**src/dist_sync_pkg.sv**
```systemverilog
// Constants, register map and carrier types for the distributed register
// synchronizer. Assumes a 32-bit byte-addressed register port.
package dist_sync_pkg;

	// ----------------------------------------------------------------
	// Register offsets (byte addresses)
	// ----------------------------------------------------------------
	localparam logic [7:0] OFS_CTRL      = 8'h00;
	localparam logic [7:0] OFS_CORE_REGS = 8'h04;
	localparam logic [7:0] OFS_PENDING   = 8'h08;
	localparam logic [7:0] OFS_INT_FLAG  = 8'h0c;
	localparam logic [7:0] OFS_INT_MASK  = 8'h10;
	localparam logic [7:0] OFS_SCRATCH   = 8'h14;
	localparam logic [7:0] OFS_CORE_READ = 8'h18;

	// ----------------------------------------------------------------
	// Field positions
	// ----------------------------------------------------------------
	localparam int CTRL_SOFT_RESET_POS = 0;
	localparam int CTRL_ENABLE_POS     = 1;
	localparam int FLAG_READY_POS      = 0;
	localparam int FLAG_ERROR_POS      = 1;

	// Channel indices, also the bit positions of pending_sync_mask
	localparam int CH_SOFT_RESET = 0;
	localparam int CH_ENABLE     = 1;
	localparam int CH_REG_A      = 2;
	localparam int CH_REG_B      = 3;
	localparam int CH_REG_C      = 4;
	localparam int CH_READ       = 5;
	localparam int NUM_CH        = 6;

	// ----------------------------------------------------------------
	// Timing: core ticks waited, then bus cycles of hand-back
	// ----------------------------------------------------------------
	localparam int SYNC_CORE_TICKS = 6;
	localparam int SYNC_BUS_CYCLES = 2;

	// ----------------------------------------------------------------
	// Reset values
	// ----------------------------------------------------------------
	localparam logic [31:0] RST_WORD = 32'h0000_0000;
	localparam logic [1:0]  RST_FLAG = 2'h0;

	// ----------------------------------------------------------------
	// Carrier types
	// ----------------------------------------------------------------
	typedef struct packed {
		logic [15:0] reg_c;
		logic [7:0]  reg_b;
		logic [7:0]  reg_a;
		logic        enable;
	} core_regs_t;

endpackage : dist_sync_pkg

```
**src/dist_sync.sv**
```systemverilog
// Distributed register synchronizer: bus-side register file with one
// independent synchronization channel per core register.
// Assumes the core clock is seen as a one-cycle tick on i_core_tick and all
// inputs are synchronous to i_clock.
//
// Summary of operation
// - Core register write launches its synchronization
// - Each core register owns a pending busy bit
// - Write to busy register dropped, error raised
// - Registers synchronize independently; only a pending soft reset blocks the others
// - Second byte of busy 16-bit register rejected
// - Word write starts every covered register separately
// - Bus-side registers accessed directly, no delay
// - Synchronization always runs, whatever the clocks
// - Core value change resynchronized with busy bit
// - Read-synced register read returns held value
// - Ready flag set when the reg_a, reg_b, reg_c and read busy bits all clear
// - Enable write syncs, reads back new value
// - Enable completion never raises ready flag
// - Soft reset write one syncs, both clear later
// - Writing zero to soft reset does nothing
// - Soft reset completion never raises ready flag
// - Latency between five and six core periods, then two bus cycles
// - Masked interface reads zero, drops writes
//
// Design decisions made here: the address map and the strobed register port.
`timescale 1ns/1ps
`default_nettype none

module dist_sync #(
	parameter int CORE_TICKS = dist_sync_pkg::SYNC_CORE_TICKS,
	parameter int BUS_CYCLES = dist_sync_pkg::SYNC_BUS_CYCLES
) (
	input  wire logic                      i_clock,      // Bus clock
	input  wire logic                      i_rst,        // Sync reset, high
	input  wire logic [7:0]                i_addr,       // Byte address
	input  wire logic [31:0]               i_wdata,      // Write data
	input  wire logic [3:0]                i_byte_en,    // Write byte lanes
	input  wire logic                      i_write,      // Write strobe
	input  wire logic                      i_read,       // Read strobe
	output logic      [31:0]               o_rdata,      // Read data, +1
	input  wire logic                      i_bus_masked, // Interface masked
	input  wire logic                      i_core_tick,  // Core clock edge
	input  wire logic [15:0]               i_core_value, // Core status word
	output dist_sync_pkg::core_regs_t      o_core,       // Core-side regs
	output logic                           o_core_reset, // Core reset pulse
	output logic                           o_irq         // Interrupt level
);

	localparam int NCH = dist_sync_pkg::NUM_CH;

	// ----------------------------------------------------------------
	// Elaboration checks
	// ----------------------------------------------------------------
	if (CORE_TICKS < 1 || CORE_TICKS > 7) begin : g_bad_ticks
		$error("CORE_TICKS must lie in 1..7");
	end
	if (BUS_CYCLES < 1 || BUS_CYCLES > 3) begin : g_bad_bus
		$error("BUS_CYCLES must lie in 1..3");
	end

	localparam logic [2:0] TICK_LAST = 3'(CORE_TICKS - 1);
	localparam logic [1:0] TAIL_LOAD = 2'(BUS_CYCLES);

	// ----------------------------------------------------------------
	// State
	// ----------------------------------------------------------------
	typedef struct packed {
		logic                     ctrl_enable;
		logic                     ctrl_swrst;
		logic [7:0]               shadow_a;
		logic [7:0]               shadow_b;
		logic [15:0]              shadow_c;
		dist_sync_pkg::core_regs_t core;
		logic                     core_reset;
		logic [NCH-1:0]           busy;
		logic [NCH-1:0][2:0]      ticks;
		logic [NCH-1:0][1:0]      tail;
		logic [15:0]              capture;
		logic [15:0]              held;
		logic [1:0]               flags;
		logic [1:0]               mask;
		logic [31:0]              scratch;
		logic [31:0]              rdata;
		logic                     irq;
		logic                     seen;
	} state_t;

	state_t q;
	state_t d;

	assign o_rdata      = q.rdata;
	assign o_core       = q.core;
	assign o_core_reset = q.core_reset;
	assign o_irq        = q.irq;

	// ----------------------------------------------------------------
	// Next state
	// ----------------------------------------------------------------
	always_comb begin
		logic [NCH-1:0] done;
		logic [NCH-1:0] start;
		logic           wr;
		logic           rd;
		logic           err;
		logic [31:0]    rword;
		done  = '0;
		start = '0;
		err   = 1'b0;
		rword = 32'h0000_0000;
		wr    = i_write & ~i_bus_masked;
		rd    = i_read & ~i_bus_masked;
		d     = q;
		d.core_reset = 1'b0;
		d.rdata      = 32'h0000_0000;

		// Channel timers: count core ticks, then a short bus-side tail.
		// Running on every bus clock regardless of clock relation.
		for (int i = 0; i < NCH; i++) begin
			if (q.busy[i]) begin
				if (q.tail[i] != 2'h0) begin
					d.tail[i] = q.tail[i] - 2'h1;
					done[i]   = (q.tail[i] == 2'h1);
				end else if (i_core_tick) begin
					d.ticks[i] = q.ticks[i] + 3'h1;
					if (q.ticks[i] == TICK_LAST) begin
						d.tail[i] = TAIL_LOAD;
					end
				end
			end
			if (done[i]) begin
				d.busy[i] = 1'b0;
			end
		end

		// Commit of finished channels: write channels into the core side, the read channel into held
		if (done[dist_sync_pkg::CH_REG_A]) begin
			d.core.reg_a = q.shadow_a;
		end
		if (done[dist_sync_pkg::CH_REG_B]) begin
			d.core.reg_b = q.shadow_b;
		end
		if (done[dist_sync_pkg::CH_REG_C]) begin
			d.core.reg_c = q.shadow_c;
		end
		if (done[dist_sync_pkg::CH_ENABLE]) begin
			d.core.enable = q.ctrl_enable;
		end
		if (done[dist_sync_pkg::CH_READ]) begin
			d.held = q.capture;
		end

		// Core value changed: carry it toward the bus side
		if (!q.busy[dist_sync_pkg::CH_READ] && !q.ctrl_swrst &&
		    i_core_value != q.held) begin
			d.capture = i_core_value;
			start[dist_sync_pkg::CH_READ] = 1'b1;
		end

		// Register writes; while a soft reset is pending all are dropped
		if (wr && !q.ctrl_swrst) begin
			case (i_addr)
				dist_sync_pkg::OFS_CTRL: begin
					if (i_byte_en[0]) begin
						if (q.busy[dist_sync_pkg::CH_ENABLE]) begin
							err = 1'b1;
						end else begin
							d.ctrl_enable =
								i_wdata[dist_sync_pkg::CTRL_ENABLE_POS];
							start[dist_sync_pkg::CH_ENABLE] = 1'b1;
						end
						// A zero in the reset bit is simply not acted on
						if (i_wdata[dist_sync_pkg::CTRL_SOFT_RESET_POS]) begin
							d.ctrl_swrst = 1'b1;
							start[dist_sync_pkg::CH_SOFT_RESET] = 1'b1;
						end
					end
				end
				dist_sync_pkg::OFS_CORE_REGS: begin
					// Each register checks its own busy bit only
					if (i_byte_en[0]) begin
						if (q.busy[dist_sync_pkg::CH_REG_A]) begin
							err = 1'b1;
						end else begin
							d.shadow_a = i_wdata[7:0];
							start[dist_sync_pkg::CH_REG_A] = 1'b1;
						end
					end
					if (i_byte_en[1]) begin
						if (q.busy[dist_sync_pkg::CH_REG_B]) begin
							err = 1'b1;
						end else begin
							d.shadow_b = i_wdata[15:8];
							start[dist_sync_pkg::CH_REG_B] = 1'b1;
						end
					end
					if (i_byte_en[2] || i_byte_en[3]) begin
						if (q.busy[dist_sync_pkg::CH_REG_C]) begin
							err = 1'b1;
						end else begin
							if (i_byte_en[2]) begin
								d.shadow_c[7:0] = i_wdata[23:16];
							end
							if (i_byte_en[3]) begin
								d.shadow_c[15:8] = i_wdata[31:24];
							end
							start[dist_sync_pkg::CH_REG_C] = 1'b1;
						end
					end
				end
				dist_sync_pkg::OFS_INT_FLAG: begin
					if (i_byte_en[0]) begin
						d.flags = q.flags & ~i_wdata[1:0];
					end
				end
				dist_sync_pkg::OFS_INT_MASK: begin
					if (i_byte_en[0]) begin
						d.mask = i_wdata[1:0];
					end
				end
				dist_sync_pkg::OFS_SCRATCH: begin
					for (int b = 0; b < 4; b++) begin
						if (i_byte_en[b]) begin
							d.scratch[b*8 +: 8] = i_wdata[b*8 +: 8];
						end
					end
				end
				default: begin
				end
			endcase
		end

		// Launch channels
		for (int i = 0; i < NCH; i++) begin
			if (start[i]) begin
				d.busy[i]  = 1'b1;
				d.ticks[i] = 3'h0;
				d.tail[i]  = 2'h0;
			end
		end
		if (start[NCH-1:dist_sync_pkg::CH_REG_A] != '0) begin
			d.seen = 1'b1;
		end

		// Soft reset finished: all state but the read data returns to its reset value, and core reset pulses
		if (done[dist_sync_pkg::CH_SOFT_RESET]) begin
			d.ctrl_enable = 1'b0;
			d.ctrl_swrst  = 1'b0;
			d.shadow_a    = 8'h00;
			d.shadow_b    = 8'h00;
			d.shadow_c    = 16'h0000;
			d.core        = '0;
			d.core_reset  = 1'b1;
			d.busy        = '0;
			d.ticks       = '0;
			d.tail        = '0;
			d.capture     = 16'h0000;
			d.held        = 16'h0000;
			d.mask        = dist_sync_pkg::RST_FLAG;
			d.flags       = dist_sync_pkg::RST_FLAG;
			d.scratch     = dist_sync_pkg::RST_WORD;
			d.seen        = 1'b0;
		end else begin
			// Only data channels arm the ready flag, so enable and reset
			// completions alone never raise it. Set wins over clear.
			if (q.seen && d.busy[NCH-1:dist_sync_pkg::CH_REG_A] == '0) begin
				d.flags[dist_sync_pkg::FLAG_READY_POS] = 1'b1;
				d.seen = 1'b0;
			end
			if (err) begin
				d.flags[dist_sync_pkg::FLAG_ERROR_POS] = 1'b1;
			end
		end

		// Read mux, answered in the next cycle without wait
		case (i_addr)
			dist_sync_pkg::OFS_CTRL: begin
				rword[dist_sync_pkg::CTRL_ENABLE_POS] = q.ctrl_enable;
				rword[dist_sync_pkg::CTRL_SOFT_RESET_POS] = q.ctrl_swrst;
			end
			dist_sync_pkg::OFS_CORE_REGS: begin
				rword = {q.shadow_c, q.shadow_b, q.shadow_a};
			end
			dist_sync_pkg::OFS_PENDING: begin
				rword[NCH-1:0] = q.busy;
			end
			dist_sync_pkg::OFS_INT_FLAG: begin
				rword[1:0] = q.flags;
			end
			dist_sync_pkg::OFS_INT_MASK: begin
				rword[1:0] = q.mask;
			end
			dist_sync_pkg::OFS_SCRATCH: begin
				rword = q.scratch;
			end
			dist_sync_pkg::OFS_CORE_READ: begin
				rword[15:0] = q.held;
			end
			default: begin
				rword = 32'h0000_0000;
			end
		endcase
		if (rd) begin
			d.rdata = rword;
		end

		d.irq = |(d.flags & d.mask);
	end

	// ----------------------------------------------------------------
	// Registers
	// ----------------------------------------------------------------
	always_ff @(posedge i_clock) begin
		if (i_rst) begin
			q <= '0;
		end else begin
			q <= d;
		end
	end

endmodule : dist_sync

`default_nettype wire

```
**config.mk**
```make
export PLATFORM = sky130hd
export DESIGN_NAME = dist_sync
export DESIGN_NICKNAME = d
export VERILOG_FILES = /design/src/dist_sync_pkg.sv /design/src/dist_sync.sv
export SDC_FILE = /design/constraint.sdc
export NUM_CORES = 1
export LEC_CHECK = 0
export BUFFER_PORTS_ARGS = -buffer_cell sky130_fd_sc_hd__buf_2
export CAP_MARGIN = 15
export CORE_UTILIZATION = 38
export DETAILED_ROUTE_END_ITERATION = 16
export PLACE_DENSITY = 0.67
export SETUP_SLACK_MARGIN = 0.1
export SLEW_MARGIN = 15
export SYNTH_ARGS = -nofsm -noshare
export SYNTH_HDL_FRONTEND = slang
export SYNTH_SLANG_ARGS = --single-unit
```
**constraint.sdc**
```tcl
create_clock -name i_clock -period 6.56 [get_ports i_clock]
set_clock_uncertainty 0.2 [all_clocks]
set_input_delay 0 -clock i_clock [delete_from_list [all_inputs] [get_ports i_clock]]
set_output_delay 0 -clock i_clock [all_outputs]
set_load 0.1 [all_outputs]
```
==> Word-level counts from Yosys, hierarchy flattened <==
Cells that the tools add are included.
{ "totals": {"reg_bits": 206, "input_bits": 66, "out_inout_bits": 67, "elab_cells": 267} }
{ "op_classes": {"add_sub_neg": 12, "n_eq_ne": 19, "mux": 121, "bitwise_logic": 17, "reduce_logical": 61} }
{ "ops": {"columns": ["cell", "count"], "rows": [
  ["$mux W3", 25],
  ["$mux W2", 37],
  ["$mux W69", 1],
  ["$reduce_and A3 Y1", 16],
  ["$mux W1", 43],
  ["$reduce_bool A2 Y1", 19],
  ["$mux W36", 1],
  ["$mux W34", 1],
  ["$mux W16", 2],
  ["$mux W32", 1],
  ["$mux W8", 4],
  ["$pmux W16 S2", 1],
  ["$pmux W10 S3", 1],
  ["$eq A8 B5 Y1 const B", 3],
  ["$reduce_or A3 Y1", 7],
  ["$add A3 B1 Y3 const B", 6],
  ["$eq A3 B3 Y1 const B", 6],
  ["$eq A8 B4 Y1 const B", 2],
  ["$ne A16 B16 Y1", 1],
  ["$pmux W4 S4", 1],
  ["$reduce_and A4 Y1", 4],
  ["$pmux W2 S7", 1],
  ["$eq A2 B1 Y1 const B", 6],
  ["$not A1 Y1", 12],
  ["other kinds (15)", 29]
]} }

==> Logic depth before layout (Yosys ltp) <==
Gate-level depths: netlist of the first run.
{ "depth": {"ltp_word": 12, "depth_mapped": 8, "mapped_depth_nobuf": 7} }

==> Worst setup path before layout of the first run <==
No wires, ideal clock.
{ "synth_timing": {"path_type": "input to register", "startpoint": "in i_addr[3]", "endpoint": "reg q[109] in the netlist's numbering", "setup_ns": 0.136, "arrival_time_ns": 1.808, "required_ns": 6.224, "setup_slack_ns": 4.416, "cell_stages": 8, "n_path_buf": 3, "path_cell_list": "buf_6 > or4b_1 > buf_2 > or3_1 > or3_1 > buf_6 > nand2_1 > a211oi_1"} }
{ "synth_between": {"elab_chain_cells": 4} }
{ "synth_rtl": {"columns": ["element", "line", "rtl"], "rows": [
  ["start, declared", "dist_sync.sv:36", "input wire logic [7:0] i_addr,"],
  ["$eq A8 B3 Y1", "dist_sync.sv:162", "case (i_addr)"],
  ["$mux W3", "dist_sync.sv:162", null],
  ["$mux W5", "dist_sync.sv:161", "if (wr && !q.ctrl_swrst) begin"],
  ["$reduce_or A3 Y1 (no source line)", null, null],
  ["end signal, assigned", "dist_sync.sv:315", "q <= '0;"],
  ["end signal, assigned", "dist_sync.sv:317", "q <= d;"],
  ["end, declared", "dist_sync.sv:89", "state_t q;"]
]} }
No other way between the ends.
A chain may end at the register's enable or synchronous reset.

==> Final worst setup path of the first run <==
{ "layout_timing": {"startpoint": "in i_addr[3]", "endpoint": "reg q[181] in the netlist's numbering"} }
{ "layout_between": {"elab_chain_cells": 2} }
{ "layout_rtl": {"columns": ["element", "line"], "rows": [
  ["$eq A8 B3 Y1", "dist_sync.sv:162"],
  ["$reduce_and A5 Y1 (no source line)", null]
]} }
No other way between the ends.

==> reports/metrics.yaml, run 1 <==
outcome:
  status: "finished clean"
clocking:
  cts_resized: 0
  cts_made_buffers: 23
  cts.sinks: 206
  cts_setup_buffers: 0
  cts_root_buf: "clkbuf_16"
  cts_max_level: 1
  cts.path.max_buffers: 3
  insertion_delay_ps: 500
  cts.clk_slew.worst_paths_ps: 60
  cts_tree: "yes"
  hold_buffers: 83
sta:
  whs_ps: 72.83
  post-route-min-period_ps: 3725
  tns_ps: 0
  slew_viol_final: 0
  fmax_mhz: 268.4
  finalHoldViolCount: 0
  period_share_pct: 56.79
  setup_viol: 0
  rsz0062_at_grt: "false"
  relSlewSlack_pct: 27.88
  worst_slew_pin_slew_ps: 1082
synth:
  yosysWarnings: 0
  synth-edff-count: 0
  synth_flop_cell: "dfxtp_1"
  postSynthAreaPerCell_um2: 8.287
  syn-num-nets: 1162
  yosysSeqAreaShare_pct: 46.69
  async_reset_ff_share_pct: 0
  syn_area_mm2: 0.008833
  ys_top_cells_by_area: "dfxtp_1, nand2_1, a21oi_1"
  synth.top_cell.area_share_pct: 46.69
  synth_cells: 1066
  yosysTopAreaCell: "dfxtp_1"
  yosysUniqueCellTypes: 45
  synth-seq-cells: 206
setup_path:
  r2r-end: "q[181]"
  worst_setup_path_start_kind: "primary input"
  worstSetupEndpointType: "register"
  endpoint: "q[181]"
  crit_arrival_ps: 3960
  crit_fanout: 10
  r2r_slack_ps: 2870
  cp.required_ps: 6800
  reg2reg_from: "q[204]"
  rr_worst_depth: 7
  critPathKind: "in2reg"
  cp-startpoint: "i_addr[3]"
power_and_ir_drop:
  power.density_mw_per_mm2: 247.2
  vdd_drop_max_mv: 0.1334
  total_power_uw: 2666
  power_leakage_uw: 0.004116
job:
  cap_viol_max_count: 0
floorplan:
  fp-row-count: 55
  core_mm2: 0.02271
  die_h_um: 154.5
  ios: 133
  start_util_pct: 38.90
  die_x_um: 154.5
  dieArea_mm2: 0.02386
final_layout:
  fillers: 2202
  final_nets: 1288
  drive_above_1_share_pct: 15.33
  fin_area_mm2: 0.01078
  fin_util_pct: 47.48
  syn2layout_area_growth_pct: 22.07
  antenna_cells: 0
global_route:
  grt.met2_usage_pct: 32.02
  grt_pass1_vias: 7264
  grt_usage_pct: 19.33
  met1_usage_pct: 25.63
  grt_pass1_wl_mm: 37.25
  gr-total-overflow: 0
  top_usage_layer: "met2"
  grt_max_degree: 83
  antenna_found_initial: 0
  use_met3_pct: 3.054
drt:
  routedWlPerCell_um: 15.53
  route.detailed.drc: 0
  dr.pass1.iters: 5
  first_iter_violations: 496
  drtAntennaViolNets: 0
  vias_per_cell: 5.092
  via_count: 7597
  wl_mm: 23.16
placement:
  dpl_cell_area_mm2: 0.009199
  gp_congestion: 0.8301
  hpwlAfterDp_mm: 15.40
  port_buffers: 132
min_path:
  holdCritPathClass: "in2reg"
  worstHoldPathCells: 3
-- stage by stage --
step           std cells  setup slack (ps)
3_3_place_gp        1369              3948
6_report            1492              2835
5_1_grt             1492              2661
4_1_cts             1492              2921
2_1_floorplan       1066              4416
3_5_place_dp        1369              3920
-- worst max-delay path: stages --
cell	delay, ps
dlygate4sd3_1	540
buf_2	180
or4b_1	730
nor4_1	700
and2_1	420
nand2_1	90
dlygate4sd3_1	550
a21oi_1	150
dlygate4sd3_1	580
-- cell usage after synthesis (all sizes together) (2+ instances only) --
master,n
a2111oi,3
a211oi,10
a21boi,5
a21oi,148
a222oi,10
a22oi,25
a31oi,2
and2,6
and3,9
buf,74
clkbuf,46
dfxtp,206
ha,30
inv,24
mux2i,12
nand2,233
nand2b,6
nand3,45
nand4,2
nor2,74
nor3,12
nor4,10
nor4bb,2
o21ai,19
o21bai,2
or3,6
or4,4
xnor2,7
xor2,22
-- worst min-delay path by stage --
stage,end,from,slack [ps]
floorplan,o_core_reset,i_rst,-130
global placement,o_core_reset,i_rst,30
detailed placement,o_core_reset,i_rst,40
CTS,o_core_reset,i_rst,60
global route,o_core_reset,i_rst,80
finish,o_core_reset,i_rst,70
-- routing by layer --
| layer | wire length, um | vias up |
|---|---|---|
| met4 | 590 | 0 |
| li1 | - | 3798 |
| met5 | 0 | - |
| met3 | 1381 | 42 |
| met2 | 10790 | 256 |
| met1 | 10400 | 3501 |
-- state kept, by name (all words and copies together), names as in the netlist --
name          flops
q               139
o_core           33
o_core_reset      1
o_rdata          32
o_irq             1
-- report_power, final --
group          switching, uW  internal [uW]  total [uW]
clock network            506            768        1270
registers               4.77           1260        1260
logic                   71.1           56.4         127
total                    582           2080        2670
-- layout by cell type, fill, tap and decap left out, types with 3 or more instances in the layout --
master / Yosys / layout
dfxtp_1: 206 / 206
nand3_1: 45 / 45
a22oi_1: 25 / 25
inv_1: 24 / 24
a211oi_1: 10 / 10
clkbuf_8: 0 / 4
buf_4: 65 / 6
buf_2: 5 / 132
and3_1: 9 / 9
mux2i_1: 12 / 12
nand2b_1: 6 / 5
xnor2_1: 7 / 7
dlygate4sd3_1: 0 / 83
o21ai_0: 19 / 19
xor2_1: 22 / 22
and2_1: 6 / 6
clkinv_2: 0 / 5
a222oi_1: 10 / 10
or4_1: 4 / 4
nor2_1: 74 / 72
nor3_1: 9 / 9
clkbuf_1: 46 / 3
a2111oi_0: 3 / 3
a21boi_0: 5 / 5
clkbuf_16: 0 / 23
ha_1: 30 / 30
nor4_1: 10 / 10
nand2_1: 233 / 233
or3_1: 6 / 6
a21oi_1: 148 / 148
-- cell families after synthesis --
group	Yosys count	synth area share, %
adder cells (fa/ha/maj)	30	4.249
AO/OA/AOI/OAI	228	15.01
XOR/XNOR	29	2.875
AND/OR/NAND/NOR	416	20.44
flip-flops	206	46.69
multiplexers	13	1.615
buffers and inverters	144	9.122
-- cell type report --
cell class	count	area (um2)	share of cell area [%]
clock buffer	30	641.9	5.953
clock inverter	10	111.4	1.033
inverter	24	90.09	0.8355
multi-input combinational	716	3923	36.38
sequential	206	4124	38.25
tap	285	356.6	3.307
timing repair buffer	221	1536	14.25
Power figures use the tool's default switching activity.
==> inputs of run 2 (changes only) <==
Settings changed: ABC_AREA set to 1, PLACE_DENSITY 0.67 to 0.69.
Clock period 6.56 ns to 3.3 ns, I/O delays scaled along.
==> reports/metrics.yaml, run 2 <==
drt:
  first_iter_violations: 601
  route.detailed.drc: 0
  dr_wl_met2_mm: 10.98
  drtAntennaViolNets: 0
  wl_mm: 23.28
  met1_length_mm: 10.44
  top_layer: "met4"
  dr.pass1.iters: 5
  via_count: 7906
  vias_per_cell: 4.830
  routedWlPerCell_um: 14.22
  wl_met3_mm: 1.105
sta:
  fmax_mhz: 336.2
  tns_ps: 0
  rsz0062_at_grt: "false"
  post-route-min-period_ps: 2974
  worst_slew_pin_slew_ps: 947.0
  relSlewSlack_pct: 36.28
  setup_viol: 0
  slew_viol_final: 0
  period_share_pct: 90.13
  fin_ws_ps: 325.7
  finalHoldViolCount: 0
setup_path:
  worstSetupEndpointType: "register"
  rr_worst_depth: 7
  reg2reg_from: "q[204]"
  worst_setup_path_start_kind: "register"
  crit_arrival_ps: 3210
  cp-startpoint: "q[204]"
  critPathKind: "reg2reg"
  cp.required_ps: 3540
  crit_fanout: 16
  r2r-end: "q[57]"
  r2r_slack_ps: 330
min_path:
  min_from: "i_addr[7]"
  holdCritPathClass: "in2reg"
  min_to: "q[50]"
  worstHoldPathCells: 7
final_layout:
  drive_above_1_share_pct: 16.84
  final_cell_mix: "nand2_1, dfxtp_1, a21oi_1, buf_2, inv_1"
  largest_reg_flops: 139
  layout_commonest_cell: "nand2_1"
  antenna_cells: 0
  fin_util_pct: 47.33
  multi_input_area_mm2: 0.003771
  final_nets: 1402
  fin_area_mm2: 0.01108
  fillers: 2287
  seqCellArea_mm2: 0.004124
  largest-register: "q"
  syn2layout_area_growth_pct: 22.30
floorplan:
  die_x_um: 156.4
  dieArea_mm2: 0.02445
  fp-row-count: 56
  core_mm2: 0.02340
  die_h_um: 156.4
  start_util_pct: 38.70
  ios: 133
global_route:
  grt_max_degree: 64
  grt_pass1_wl_mm: 37.12
  gr-total-overflow: 0
  antenna_found_initial: 0
  grt_usage_pct: 19.02
  grt_pass1_vias: 7537
clocking:
  cts.path.max_buffers: 3
  cts.sinks: 206
  insertion_delay_ps: 500
  cts.clk_slew.worst_paths_ps: 60
  cts_resized: 0
  cts_root_buf: "clkbuf_16"
  cts_made_buffers: 22
  cts_tree: "yes"
  cts_max_level: 1
placement:
  dpl_cell_area_mm2: 0.009463
  pre_cts_slack_ps: 1054
  port_buffers: 132
  gp_congestion: 0.8041
  hpwlAfterDp_mm: 15.67
power_and_ir_drop:
  power_leakage_uw: 0.004760
  total_power_uw: 5126
  vdd_drop_max_mv: 0.2941
  power.density_mw_per_mm2: 462.8
synth:
  yosysWarnings: 0
  yosysSeqAreaShare_pct: 45.54
  synth-seq-cells: 206
  synth.most_common_cell: "nand2_1"
  syn-num-nets: 1254
  yosysUniqueCellTypes: 45
  synth_flop_cell: "dfxtp_1"
  syn_area_mm2: 0.009056
  synth_common_cells: "nand2_1, dfxtp_1, a21oi_1"
  synth_cells: 1158
  yosysTopAreaCell: "dfxtp_1"
  async_reset_ff_share_pct: 0
  synth-edff-count: 0
  ys_top_cells_by_area: "dfxtp_1, nand2_1, a21oi_1"
  synth.top_cell.area_share_pct: 45.54
  postSynthAreaPerCell_um2: 7.821
job:
  cap_viol_max_count: 0
outcome:
  status: "finished clean"
## run 2: cell types whose count changed after synthesis, moves of 8 or more
cell,delta
mux2i_1,-12
a211oi_1,-8
nor4_1,-9
a222oi_1,-10
and3_1,-9
clkbuf_1,-32
nand3_1,-8
or2_2,+13
inv_1,+89
a22oi_1,-24
a21oi_1,+14
o21ai_0,+74
## run 2: metrics by stage
step                cells  hold WS, ps
floorplan            1158       -127.6
global placement     1508       -25.53
detailed placement   1508       -20.66
CTS                  1633        54.80
global route         1637        120.0
finish               1637        85.92
## run 2: metal layers
layer / global-route usage (%) / up-vias
met5: 0 / -
met4: 7.563 / 0
met3: 2.382 / 46
met2: 32.67 / 214
met1: 24.11 / 3675
li1: - / 3971
## run 2: cell families (layout without fill, tap and decap cells)
| kind of cell | count (synthesis) | after routing | share of synthesized area [%] |
|---|---|---|---|
| AOI/OAI and AO/OA | 288 | 288 | 16.99 |
| and+or+nand+nor | 391 | 391 | 18.93 |
| adders and majority gates | 30 | 30 | 4.145 |
| xor gates and xnor gates | 16 | 16 | 1.547 |
| buffers and inverters | 227 | 387 | 12.85 |
| DFF | 206 | 206 | 45.54 |
## run 2: power by group
part / leakage (uW) / total (uW) / switching (uW) / internal (uW)
Sequential: 0.00166 / 2510 / 8.91 / 2500
Clock: 0.000326 / 2330 / 968 / 1360
Combinational: 0.00277 / 283 / 154 / 129
Total: 0.00476 / 5130 / 1130 / 4000
## run 2: critical path, cell delays in order (launching register included)
cell and delay, ps:
dfxtp_1 320, inv_2 110, nand3_4 140, dlygate4sd3_1 720, nor3_4 600, o21ai_1 150, a21oi_2 120, dlygate4sd3_1 550
## run 2: how the worst max path moves through the flow
stage             end  slack, ps  cells after the start
3_3_place_gp    o_irq       1110                      6
2_1_floorplan  q[186]       1710                      9
5_1_grt        q[181]        190                     12
4_1_cts        q[173]        300                     12
3_5_place_dp    o_irq       1050                      6
6_report        q[57]        330                      7
## run 2: what timing repair did
| item | 4_1_cts | 5_1_grt |
|---|---|---|
| endpoints found under the setup margin | 0 | 2 |
| endpoints found under the hold margin | 155 | 0 |
| setup buffers | 0 | 4 |
| hold buffers | 89 | 0 |
## run 2: layout make-up
| type | instances | share of cell area (%) |
|---|---|---|
| Clock inverter | 1 | 0.07908 |
| Timing Repair Buffer | 231 | 15.00 |
| Multi-Input combinational cell | 725 | 34.05 |
| Inverter | 120 | 4.067 |
| Sequential cell | 206 | 37.23 |
| Clock buffer | 35 | 5.965 |
| Tap cell | 319 | 3.604 |
==> inputs of run 3 (changes only) <==
Settings changed: CORE_UTILIZATION 38 to 52, PLACE_DENSITY 0.69 to 0.87.
==> reports/metrics.yaml, run 3 (synthesized netlist as in run 2, its figures left out) <==
outcome:
  status: "finished clean"
min_path:
  holdCritPathClass: "in2reg"
placement:
  dpl_cell_area_mm2: 0.009319
  pre_cts_slack_ps: 1005
  gp_congestion: 0.8741
  hpwlAfterDp_mm: 14.56
  placedCellCount: 1408
  port_buffers: 132
floorplan:
  start_util_pct: 53.85
  die_x_um: 134.0
  die_h_um: 134.0
  dieArea_mm2: 0.01795
  ios: 133
  fp-row-count: 47
  core_mm2: 0.01682
power_and_ir_drop:
  pwr-share-clk_pct: 48.1
  comb_power_share_pct: 5.3
  total_power_uw: 5392
  power.density_mw_per_mm2: 490.1
  p_seq_share_pct: 46.6
  switching_power_uw: 1170
  switching_share_pct: 21.70
  p_int_uw: 4222
  power_leakage_uw: 0.004797
  vdd_drop_max_mv: 0.3059
drt:
  first_iter_violations: 691
  top_layer: "met4"
  wl_mm: 24.01
  met1_length_mm: 9.686
  route.detailed.drc: 0
  dr_wl_met2_mm: 11.66
  via_count: 8336
  vias_per_cell: 5.424
  routedWlPerCell_um: 15.62
  dr.pass1.iters: 7
  drtAntennaViolNets: 0
  wl_met3_mm: 1.630
final_layout:
  syn2layout_area_growth_pct: 21.48
  final_nets: 1397
  largest_reg_flops: 139
  final_cells: 1537
  drive_above_1_share_pct: 17.69
  layout_commonest_cell: "nand2_1"
  fillers: 1268
  final_cell_mix: "nand2_1, dfxtp_1, a21oi_1, buf_2, inv_1"
  largest-register: "q"
  fin_area_mm2: 0.01100
  antenna_cells: 0
global_route:
  grt_pass1_wl_mm: 37.99
  grt_max_degree: 50
  grt_usage_pct: 26.20
  gr-total-overflow: 0
  antenna_found_initial: 0
  grt_pass1_vias: 7938
sta:
  setup_viol: 0
  slew_viol_final: 0
  tns_ps: 0
  relSlewSlack_pct: 42.36
  worst_slew_pin_slew_ps: 861.4
  post-route-min-period_ps: 3072
  fmax_mhz: 325.5
  period_share_pct: 93.10
  fin_ws_ps: 227.9
  rsz0062_at_grt: "true"
  finalHoldViolCount: 0
setup_path:
  worstSetupEndpointType: "register"
  r2r-end: "q[184]"
  crit_fanout: 6
  worst_setup_path_start_kind: "primary input"
  r2r_slack_ps: 350
  endpoint: "q[63]"
  critical-path-max-stage-delay_ps: 550
  critPathKind: "in2reg"
  cp_slowest_cell: "dlygate4sd3_1"
  reg2reg_from: "q[103]"
  crit_arrival_ps: 3250
  path_cells: "dlygate4sd3_1 > buf_2 > nor2_1 > dlygate4sd3_1 > nand2_1 > inv_2 > nand2_4 > nor3_4 > inv_1 > nor2_1 > dlygate4sd3_1 > nor2_1 > dlygate4sd3_1"
  cp-startpoint: "i_addr[5]"
  cp.required_ps: 3480
  cpMostUsedCell: "dlygate4sd3_1"
  rr_worst_depth: 9
clocking:
  insertion_delay_ps: 500
  cts_root_buf: "clkbuf_16"
  cts.clk_slew.worst_paths_ps: 60
  cts.sinks: 206
  cts_tree: "yes"
  cts.path.max_buffers: 3
  cts_max_level: 1
  cts_made_buffers: 22
job:
  cap_viol_max_count: 0
-- run 3: cell types whose count changed in the layout (fill, tap and decap cells not counted), moves of 3 or more --
cell	before	now
dlygate4sd3_1	88	82
clkinv_2	0	4
clkbuf_1	8	3
clkbuf_8	4	7
-- run 3: worst min path at each step --
stage                    from      endpoint  slack [ps]  cells past startpoint
finish              i_addr[7]    o_rdata[6]        0.05                      8
global route            i_rst  o_core_reset          50                      3
CTS                 i_addr[7]    o_rdata[6]           6                      8
detailed placement      i_rst  o_core_reset         -10                      2
global placement        i_rst  o_core_reset         -20                      2
floorplan               i_rst  o_core_reset        -130                      1
-- run 3: cell type report --
class / instances / area (um2) / area share [%]
clock buffer: 33 / 683.2 / 6.209
clock inverter: 7 / 95.09 / 0.8643
inverter: 120 / 451.7 / 4.106
multi-input combinational: 725 / 3771 / 34.28
sequential: 206 / 4124 / 37.48
tap: 220 / 275.3 / 2.502
timing repair buffer: 226 / 1602 / 14.56
-- run 3: timing repair --
action,CTS,global route
resized for setup,0,2
endpoints found under the setup margin,0,6
endpoints found under the hold margin,146,0
setup buffers,0,5
hold buffers,83,0
-- run 3: routing by layer --
metal / global-route usage, % / vias to the layer above
met5: 0 / -
met4: 12.44 / 0
met3: 3.930 / 87
met2: 45.68 / 392
met1: 31.58 / 3886
li1: - / 3971
-- run 3: metrics by stage --
| step | utilization [%] | hold WS (ps) |
|---|---|---|
| after global placement | 55.41 | -16.09 |
| after CTS | 65.04 | 5.994 |
| after global routing | 65.41 | 47.08 |
| after floorplan | - | -127.6 |
| after detailed placement | 55.41 | -13.58 |
| final | 65.41 | 0.04802 |
-- run 3: critical path: cells and delay by family --
kind,cells,cell delay (ps)
simple gates,6,710
buf+inv,7,2530
-- run 3: power by group through the flow --
stage	sequential [uW]	clock (uW)	combinational (uW)
5_1_grt	2510	2700	308
4_1_cts	2510	2600	270
3_5_place_dp	2570	0	203
2_1_floorplan	2570	0	121
3_3_place_gp	2570	0	199
6_report	2510	2590	283
